==> config.mk <==
export PLATFORM = sky130hd
export DESIGN_NAME = ddh_host_ctrl
export DESIGN_NICKNAME = d
export VERILOG_FILES = /design/src/hw/ddh_pkg.sv /design/src/hw/ddh_seq_if.sv /design/src/hw/ddh_phase_timer.sv /design/src/hw/ddh_host_ctrl.sv
export VERILOG_INCLUDE_DIRS = /design/src /design/src/hw
export SDC_FILE = /design/constraint.sdc
export NUM_CORES = 1
export LEC_CHECK = 0
export BUFFER_PORTS_ARGS = -buffer_cell sky130_fd_sc_hd__buf_2
export CAP_MARGIN = 25
export CORE_UTILIZATION = 51
export DETAILED_ROUTE_END_ITERATION = 10
export HOLD_SLACK_MARGIN = 0.03
export PLACE_DENSITY = 0.92
export SLEW_MARGIN = 15
export SYNTH_ARGS = -nofsm -noshare
export SYNTH_HDL_FRONTEND = slang
export SYNTH_HIERARCHICAL = 1
export SYNTH_SLANG_ARGS = --single-unit
export TNS_END_PERCENT = 5
==> constraint.sdc <==
create_clock -name core_clk -period 3.5 [get_ports core_clk]
set_input_delay 0.175 -clock core_clk [delete_from_list [all_inputs] [get_ports core_clk]]
set_output_delay 0.175 -clock core_clk [all_outputs]
set_load 0.03 [all_outputs]
==> src/hw/ddh_params.svh <==
// Constants for the dual converter parallel host port controller
`ifndef DDH_PARAMS_SVH
`define DDH_PARAMS_SVH

// ------------------------------------------------------------------
// Data word layout
// ------------------------------------------------------------------
`define DDH_DATA_W        16
`define DDH_DATA_MSB      15
`define DDH_DATA_LSB      0
`define DDH_CODE_MID      16'h8000
`define DDH_CODE_ZERO     16'h0000

// ------------------------------------------------------------------
// Pin levels
// ------------------------------------------------------------------
`define DDH_SEL_A         1'b0
`define DDH_SEL_B         1'b1
`define DDH_RW_WRITE      1'b0
`define DDH_RW_READ       1'b1

// ------------------------------------------------------------------
// Timing in ns, rounded up to core clock cycles (20 ns each)
// ------------------------------------------------------------------
`define DDH_CLK_NS        20
`define DDH_SETUP_NS      40
`define DDH_PULSE_NS      60
`define DDH_HOLD_NS       40
`define DDH_CYC(ns)       ((((ns) + `DDH_CLK_NS - 1) / `DDH_CLK_NS) < 1 ? \
                           1 : (((ns) + `DDH_CLK_NS - 1) / `DDH_CLK_NS))
`define DDH_SETUP_CYC     `DDH_CYC(`DDH_SETUP_NS)
`define DDH_PULSE_CYC     `DDH_CYC(`DDH_PULSE_NS)
`define DDH_HOLD_CYC      `DDH_CYC(`DDH_HOLD_NS)
`define DDH_CNT_W         4

`endif

==> src/hw/ddh_pkg.sv <==
// Types shared by the dual converter host port controller
package ddh_pkg;

    // --------------------------------------------------------------
    // Sequencer states
    // --------------------------------------------------------------
    typedef enum logic [5:0] {
        DDH_IDLE   = 6'b000001,
        DDH_SETUP  = 6'b000010,
        DDH_PULSE  = 6'b000100,
        DDH_HOLD   = 6'b001000,
        DDH_RDCAP  = 6'b010000,
        DDH_DONE   = 6'b100000
    } ddh_state_t;

    // --------------------------------------------------------------
    // Host request kinds
    // --------------------------------------------------------------
    typedef enum logic [1:0] {
        DDH_OP_WRITE  = 2'b00,
        DDH_OP_READ   = 2'b01,
        DDH_OP_UPDATE = 2'b10,
        DDH_OP_RESET  = 2'b11
    } ddh_op_t;

endpackage : ddh_pkg

==> src/hw/ddh_seq_if.sv <==
// Interface between the controller core and its phase timer
`timescale 1ns/1ps
interface ddh_seq_if;
    logic       start;
    logic [3:0] len;
    logic       expired;

    modport core  (output start, output len, input expired);
    modport timer (input start, input len, output expired);
endinterface : ddh_seq_if

==> src/hw/ddh_phase_timer.sv <==
// Down counter that times the setup, pulse and hold phases of a pin sequence
`timescale 1ns/1ps
`include "ddh_params.svh"
module ddh_phase_timer
    import ddh_pkg::*;
(
    input  wire logic core_clk,     // Core clock
    input  wire logic rst_b,        // Async reset, active low
    input  wire logic clk_en,       // Freezes the count when low
    ddh_seq_if.timer  seq           // Start, length, expiry
);

    logic [`DDH_CNT_W-1:0] cnt_r;
    logic [`DDH_CNT_W-1:0] cnt_nxt;
    logic                  exp_r;
    logic                  exp_nxt;

    always_comb begin
        cnt_nxt = cnt_r;
        exp_nxt = 1'b0;
        if (seq.start) begin
            cnt_nxt = seq.len;
        end else if (cnt_r != 4'h0) begin
            cnt_nxt = cnt_r - 4'h1;
            exp_nxt = (cnt_r == 4'h1);
        end
    end

    always_ff @(posedge core_clk or negedge rst_b) begin
        if (!rst_b) begin
            cnt_r <= 4'h0;
            exp_r <= 1'b0;
        end else if (clk_en) begin
            cnt_r <= cnt_nxt;
            exp_r <= exp_nxt;
        end
    end

    assign seq.expired = exp_r;

endmodule : ddh_phase_timer

==> src/hw/ddh_host_ctrl.sv <==
// Host side controller driving the dual converter parallel port
`timescale 1ns/1ps
`include "ddh_params.svh"

// What this block does
// - Drive all sixteen code bits together
// - Chip select active low for accesses
// - Read/write matters only under chip select
// - Channel select low is A, high B
module ddh_host_ctrl
    import ddh_pkg::*;
(
    input  wire logic        core_clk,      // Core clock, 50 MHz
    input  wire logic        rst_b,         // Async reset, active low
    input  wire logic        clk_en,        // Freezes state when low
    input  wire logic        req_valid,     // Request strobe
    input  wire logic [1:0]  req_op,        // Request kind
    input  wire logic        req_chan,      // Channel, 0 is A
    input  wire logic [15:0] req_data,      // Code to write
    output logic             req_ready,     // Idle, may take request
    output logic             rsp_valid,     // One-cycle completion
    output logic [15:0]      rsp_data,      // Read back code
    output logic [15:0]      data_bus_drv,  // Data bus drive value
    output logic             data_bus_oe,   // High while driving bus
    input  wire logic [15:0] data_bus_smp,  // Data bus level seen
    output logic             chip_sel_b,    // Chip select, active low
    output logic             rd_wr,         // High read, low write
    output logic             channel_select,// Low A, high B
    output logic             output_update_strobe, // Load strobe
    output logic             reset_pin      // Reset, rising edge
);

    ddh_seq_if seq ();

    ddh_phase_timer u_timer (
        .core_clk (core_clk),
        .rst_b    (rst_b),
        .clk_en   (clk_en),
        .seq      (seq.timer)
    );

    // --------------------------------------------------------------
    // State
    // --------------------------------------------------------------
    ddh_state_t  st_r,   st_nxt;
    ddh_op_t     op_r,   op_nxt;
    logic        chan_r, chan_nxt;
    logic [15:0] wdat_r, wdat_nxt;
    logic        rdy_r,  rdy_nxt;
    logic        rv_r,   rv_nxt;
    logic [15:0] rd_r,   rd_nxt;
    logic [15:0] dbo_r,  dbo_nxt;
    logic        oe_r,   oe_nxt;
    logic        cs_r,   cs_nxt;
    logic        rw_r,   rw_nxt;
    logic        sel_r,  sel_nxt;
    logic        upd_r,  upd_nxt;
    logic        rst_r,  rst_nxt;
    logic        tstart;
    logic [3:0]  tlen;

    function automatic logic is_access(input ddh_op_t op);
        return (op == DDH_OP_WRITE) || (op == DDH_OP_READ);
    endfunction : is_access

    // --------------------------------------------------------------
    // Sequencer
    // --------------------------------------------------------------
    always_comb begin
        st_nxt   = st_r;
        op_nxt   = op_r;
        chan_nxt = chan_r;
        wdat_nxt = wdat_r;
        rdy_nxt  = rdy_r;
        rv_nxt   = 1'b0;
        rd_nxt   = rd_r;
        dbo_nxt  = dbo_r;
        oe_nxt   = oe_r;
        cs_nxt   = cs_r;
        rw_nxt   = rw_r;
        sel_nxt  = sel_r;
        upd_nxt  = upd_r;
        rst_nxt  = rst_r;
        tstart   = 1'b0;
        tlen     = 4'h0;
        case (st_r)
            DDH_IDLE: begin
                if (req_valid) begin
                    op_nxt   = ddh_op_t'(req_op);
                    chan_nxt = req_chan;
                    wdat_nxt = req_data;
                    rdy_nxt  = 1'b0;
                    // Address pins settle before any strobe edge
                    sel_nxt  = req_chan;
                    rw_nxt   = (ddh_op_t'(req_op) == DDH_OP_READ)
                             ? `DDH_RW_READ : `DDH_RW_WRITE;
                    if (ddh_op_t'(req_op) == DDH_OP_WRITE) begin
                        dbo_nxt = req_data;
                        oe_nxt  = 1'b1;
                    end
                    tstart = 1'b1;
                    tlen   = 4'(`DDH_SETUP_CYC);
                    st_nxt = DDH_SETUP;
                end
            end
            DDH_SETUP: begin
                if (seq.expired) begin
                    if (is_access(op_r)) begin
                        cs_nxt = 1'b0;
                    end else if (op_r == DDH_OP_UPDATE) begin
                        upd_nxt = 1'b1;
                    end else begin
                        rst_nxt = 1'b1;
                    end
                    tstart = 1'b1;
                    tlen   = 4'(`DDH_PULSE_CYC);
                    st_nxt = DDH_PULSE;
                end
            end
            DDH_PULSE: begin
                if (seq.expired) begin
                    st_nxt = (op_r == DDH_OP_READ) ? DDH_RDCAP : DDH_HOLD;
                    if (op_r != DDH_OP_READ) begin
                        // Rising chip select ends the write cleanly
                        cs_nxt  = 1'b1;
                        upd_nxt = 1'b0;
                        rst_nxt = 1'b0;
                        tstart  = 1'b1;
                        tlen    = 4'(`DDH_HOLD_CYC);
                    end
                end
            end
            DDH_RDCAP: begin
                rd_nxt = data_bus_smp;
                cs_nxt = 1'b1;
                tstart = 1'b1;
                tlen   = 4'(`DDH_HOLD_CYC);
                st_nxt = DDH_HOLD;
            end
            DDH_HOLD: begin
                if (seq.expired) begin
                    oe_nxt = 1'b0;
                    rw_nxt = `DDH_RW_READ;
                    st_nxt = DDH_DONE;
                end
            end
            DDH_DONE: begin
                rv_nxt  = 1'b1;
                rdy_nxt = 1'b1;
                st_nxt  = DDH_IDLE;
            end
            default: begin
                st_nxt = DDH_IDLE;
            end
        endcase
    end

    assign seq.start = tstart;
    assign seq.len   = tlen;

    always_ff @(posedge core_clk or negedge rst_b) begin
        if (!rst_b) begin
            st_r   <= DDH_IDLE;
            op_r   <= DDH_OP_WRITE;
            chan_r <= 1'b0;
            wdat_r <= 16'h0000;
            rdy_r  <= 1'b1;
            rv_r   <= 1'b0;
            rd_r   <= 16'h0000;
            dbo_r  <= 16'h0000;
            oe_r   <= 1'b0;
            cs_r   <= 1'b1;
            rw_r   <= 1'b1;
            sel_r  <= 1'b0;
            upd_r  <= 1'b0;
            rst_r  <= 1'b0;
        end else if (clk_en) begin
            st_r   <= st_nxt;
            op_r   <= op_nxt;
            chan_r <= chan_nxt;
            wdat_r <= wdat_nxt;
            rdy_r  <= rdy_nxt;
            rv_r   <= rv_nxt;
            rd_r   <= rd_nxt;
            dbo_r  <= dbo_nxt;
            oe_r   <= oe_nxt;
            cs_r   <= cs_nxt;
            rw_r   <= rw_nxt;
            sel_r  <= sel_nxt;
            upd_r  <= upd_nxt;
            rst_r  <= rst_nxt;
        end
    end

    assign req_ready            = rdy_r;
    assign rsp_valid            = rv_r;
    assign rsp_data             = rd_r;
    assign data_bus_drv         = dbo_r;
    assign data_bus_oe          = oe_r;
    assign chip_sel_b           = cs_r;
    assign rd_wr                = rw_r;
    assign channel_select       = sel_r;
    assign output_update_strobe = upd_r;
    assign reset_pin            = rst_r;

    // --------------------------------------------------------------
    // Checks
    // --------------------------------------------------------------
    chk_no_bus_fight: assert property (@(posedge core_clk) disable iff (!rst_b)
        !(data_bus_oe && !chip_sel_b && rd_wr))
        else $error("host drives bus during read");
    chk_write_data_full: assert property (@(posedge core_clk)
        disable iff (!rst_b)
        $fell(chip_sel_b) && !rd_wr |-> data_bus_oe)
        else $error("write without driven data");
    chk_sel_stable_cs: assert property (@(posedge core_clk)
        disable iff (!rst_b)
        !chip_sel_b && !$rose(chip_sel_b) |-> $stable(channel_select))
        else $error("channel select moved under chip select");
    chk_rw_stable_cs: assert property (@(posedge core_clk)
        disable iff (!rst_b)
        !chip_sel_b |-> $stable(rd_wr))
        else $error("read/write moved under chip select");
    chk_strobe_excl: assert property (@(posedge core_clk) disable iff (!rst_b)
        !(output_update_strobe && !chip_sel_b))
        else $error("update strobe during access");
    chk_reset_excl: assert property (@(posedge core_clk) disable iff (!rst_b)
        reset_pin |-> chip_sel_b && !output_update_strobe)
        else $error("reset pulse overlaps other strobe");
    chk_pulse_width: assert property (@(posedge core_clk)
        disable iff (!rst_b || !clk_en)
        $rose(output_update_strobe) |-> output_update_strobe[*3])
        else $error("update strobe too short");
    chk_read_resp: assert property (@(posedge core_clk)
        disable iff (!rst_b || !clk_en)
        $fell(chip_sel_b) && rd_wr |-> ##[5:12] rsp_valid)
        else $error("read response missing");

endmodule : ddh_host_ctrl

* Word level (Yosys, flattened, before mapping)
Index checks and enable logic that the tools add are counted.
Cells by class: add/subtract/negate cells 1, equality and inequality tests 21, muxes and demuxes 46, reduce and logical (&&, ||, !) cells 20
Operators with widths (number):
- $pmux W6 S5 | 1
- $mux W1 | 26
- $mux W6 | 4
- $ne A2 B2 Y1 const B | 7
- $reduce_and A7 Y1 | 2
- $pmux W1 S2 | 5
- $reduce_and A5 Y1 | 2
- $mux W2 | 4
- $mux W4 | 2
- $ne A2 B1 Y1 const B | 4
- $pmux W2 S4 | 1
- $reduce_and A4 Y1 | 2
- $reduce_bool A2 Y1 | 4
- $eq A6 B1 Y1 const B | 1
- $eq A6 B2 Y1 const B | 1
- $eq A6 B3 Y1 const B | 1
- $eq A6 B4 Y1 const B | 1
- $eq A6 B5 Y1 const B | 1
- $eq A6 B6 Y1 const B | 1
- $reduce_and A3 Y1 | 2
- $reduce_and A6 Y1 | 1
- $mux W5 | 1
- $eq A2 B1 Y1 const B | 2
- $eq A4 B1 Y1 const B | 1
- other kinds (9) | 11
Storage, ports and cells: register bits after elaboration 53, output and inout port bits 40, logic and storage cells 102

* Longest topological paths before layout
word-level depth 6, gate-level depth with buffers 10, mapped depth without buffers 7

* Cells and area by module
The synthesis kept the hierarchy.
By module, submodules not included:
- ddh_host_ctrl | instances 1, cells an instance 170, area an instance 2183.3 µm², seq. area each 1206.2 µm²
- ddh_phase_timer | instances 1, cells an instance 34, area an instance 319.1 µm², seq. area each 125.1 µm²

* Worst setup path before layout
No wires, ideal clock.
path kind reg-to-reg, from register st_r[3], to register dbo_r[10], in the netlist data_bus_drv[10], data arrival time 2.612 ns, required time 3.375 ns, slack 0.763 ns, stages on the path, launching flop included 10, buffers on the path 5, path through dfrtp_1 -> buf_6 -> or4_1 -> buf_2 -> or4_4 -> buf_6 -> or3_1 -> buf_6 -> buf_12 -> mux2_4
Between the ends: longest elaborated chain between the ends 2
RTL lines:
- from (decl) | RTL line ddh_host_ctrl.sv:45 | ddh_state_t st_r, st_nxt;
- from (signal assigned) | RTL line ddh_host_ctrl.sv:178 | st_r <= st_nxt;
- $eq A6 B1 Y1 | RTL line ddh_host_ctrl.sv:86 | case (st_r)
- $reduce_and A4 Y1 (no source line)
- to (signal assigned) | RTL line ddh_host_ctrl.sv:185 | dbo_r <= dbo_nxt;
- to (decl) | RTL line ddh_host_ctrl.sv:52 | logic [15:0] dbo_r, dbo_nxt;
No other way between the ends. A chain may end at the register's enable or synchronous reset.

* Worst setup path after layout
from register st_r[3], to register dbo_r[11], in the netlist data_bus_drv[11]
The elaborated chain is that of the path after synthesis.

==> flow_summary.toml <==
[routing]
vias_per_cell = 5.40
postRouteAntennaNets = 0
vias = 1883
first_pass_iters = 4
drtIter0Drc = 144
wl_per_cell_um = 14.7
drc = 0
routed_wl_um = 5140

[cells_and_area]
fin_area_sq_um = 3030
nets = 322
diodes = 0
fin_util = 0.641
drive_gt1_frac = 0.468
fillers = 364
areaGrowthSynthToFinish_pct = 21.0

[synthesis]
synthTopCellsByArea = "dfrtp_1 49%, mux2_2 12%, mux2_4 6.0%"
synthArstFlopShare = 1.00
yosysMostFrequentCell = "dfrtp_1"
yosysWarningCount = 6
synthCells = 204
synth_cell_types = 46
seq_area_frac_synth = 0.532
synthFlopType = "dfrtp_1"
yosys.area.top_type_share = 0.490
syn_area_per_cell_sq_um = 12.3
ys_ff_latch = 53
synth_top_area_cell = "dfrtp_1"
synth_edf_count = 0
yosys-top-cells-count = "49 x dfrtp_1, 27 x mux2_2, 12 x inv_1"
syn_area_sq_um = 2500

[clock_tree]
cts_tree = "done"
clkLatencyLatePin_ps = 310
numCtsBuffers = 5
cts_root_buf = "clkbuf_8"
clkTransAtPathRegs_ps = 90
clock_sinks = 53
htreeDepth = 2
clk_path_buf_depth = 2
postCtsSetupBuffers = 0

[global_routing]
grt_pass1_vias = 1739
grt.total_usage = 0.210
overflow = 0
grt_max_degree = 36
grt_antenna_before_repair = 0
grt_pass1_wl_um = 8350

[placed_design]
gp_congestion = 0.935
dp_hpwl_um = 3800
numPortBuffers = 78
placed_area_sq_um = 2900
dp_worst_setup_slack_ps = 587

[critical_path]
path_cells = "or4_1 > or4_4 > or3_1 > mux2_4"
endpoint = "data_bus_drv[11]"
cp_max_fo = 16
worstReg2RegStart = "st_r[3]"
rr_worst_depth = 4
rr_endpoint = "data_bus_drv[11]"
cp-startpoint = "st_r[3]"
critPathArrivalTime_ps = 3110
endpoint_kind = "flip-flop"
cp_slowest_cell = "or3_1"
r2r_slack_ps = 590
start_kind = "flip-flop"
slowest_delay_ps = 680
worstPathRequired_ps = 3700
worstSetupPathType = "flip-flop to flip-flop"

[sta]
post-route-period-util = 0.830
slew_headroom = 0.446
final-hold-violation-count = 0
min_period_ps = 2910
fin_ws_ps = 594
worstMarginPinSlew_ps = 831
max_freq_ghz = 0.344
slew_viol_final = 0
tns_ps = 0
finalSetupViolCount = 0
rsz0062_at_grt = "no"
skew_ps = 8.50
hold-worst-slack_ps = 91.2

[floorplanning]
initial_core_util = 0.530
dieArea_sq_um = 5190
die_w_um = 72.0
ioPinCount = 79
rows = 25
core-area_sq_um = 4720
die_h_um = 72.0

[worst_hold_path]
hp-class = "primary input to flip-flop"

[pwr]
power_leakage_nw = 1.62
power_density_nw_per_um2 = 741
peakVddDrop_mv = 0.318

[run]
drv_cap = 0

[outcome]
outcome = "completed"
[metal layers]
metal	GRT usage	vias to the layer above	wire length, um
li1	-	875	-
met1	0.268	923	2150
met2	0.349	77	2580
met3	0.0611	8	326
met4	0.0610	0	71
met5	0	-	0
[layout make-up]
| cell class | instances | area, sq um | share of cell area |
|---|---|---|---|
| Tap cell | 67 | 83.8 | 0.0277 |
| Multi-Input combinational cell | 128 | 1030 | 0.341 |
| Sequential cell | 53 | 1330 | 0.440 |
| Clock inverter | 2 | 37.5 | 0.0124 |
| Clock buffer | 6 | 82.6 | 0.0273 |
| Timing Repair Buffer | 81 | 415 | 0.137 |
| Inverter | 12 | 45.0 | 0.0149 |
[where the power goes]
group	internal, mW	switching (mW)	total (mW)
clock	0.232	0.195	0.427
combinational	0.368	0.518	0.886
sequential	0.788	0.142	0.930
total	1.39	0.854	2.24
[logic make-up after synthesis]
family          Yosys count  synth area share
buf+inv                  24            0.0570
flops                    53             0.532
compound gates           28            0.0760
xor+xnor                  4            0.0140
other cells               1           0.00150
mux                      40             0.193
simple gates             52             0.116
fa+ha+maj                 2            0.0100
[critical path: cells and delay by family, from the launching register on]
| kind | cells | cell delay, ps |
|---|---|---|
| flip-flops | 1 | 470 |
| multiplexers | 1 | 430 |
| AND/OR/NAND/NOR | 3 | 1900 |
[what timing repair did]
item / 4_1_cts / 5_1_grt
hold buffers: 1 / 0
hold endpoints to repair: 17 / 0
gates resized for setup: 0 / 0
[state kept, by name (all words and copies together) (netlist names), 2 cells and up]
register / cells
op_r: 2
rsp_data: 16
data_bus_drv: 16
u_timer/cnt_r: 4
st_r: 6
[metrics by stage]
stage	power [mW]	std cells
2_1_floorplan	1.58	205
3_5_place_dp	1.82	340
3_3_place_gp	1.78	340
4_1_cts	2.25	349
6_report	2.24	349
5_1_grt	2.38	349
[how the worst min path moves through the flow]
| stage | depth (start not counted) | to | slack, ps | start |
|---|---|---|---|---|
| finish | 2 | data_bus_drv[12] | 90 | req_data[12] |
| detailed placement | 1 | rsp_valid | 140 | rst_b |
| global route | 2 | data_bus_drv[12] | 80 | req_data[12] |
| global placement | 1 | rsp_valid | 130 | rst_b |
| CTS | 2 | rsp_data[14] | 90 | data_bus_smp[14] |
| floorplan | 0 | channel_select | -120 | rst_b |
[placed cells by master (no fill, tap or decap), types with 5 or more instances in the layout]
| master | n |
|---|---|
| nor3_1 | 10 |
| nor2_1 | 5 |
| mux2_2 | 27 |
| inv_1 | 12 |
| nor4_1 | 5 |
| mux2_4 | 10 |
| clkbuf_8 | 6 |
| o21ai_0 | 11 |
| nand2_1 | 10 |
| dfrtp_1 | 49 |
| buf_2 | 78 |
(Power assumes the default switching activity.)
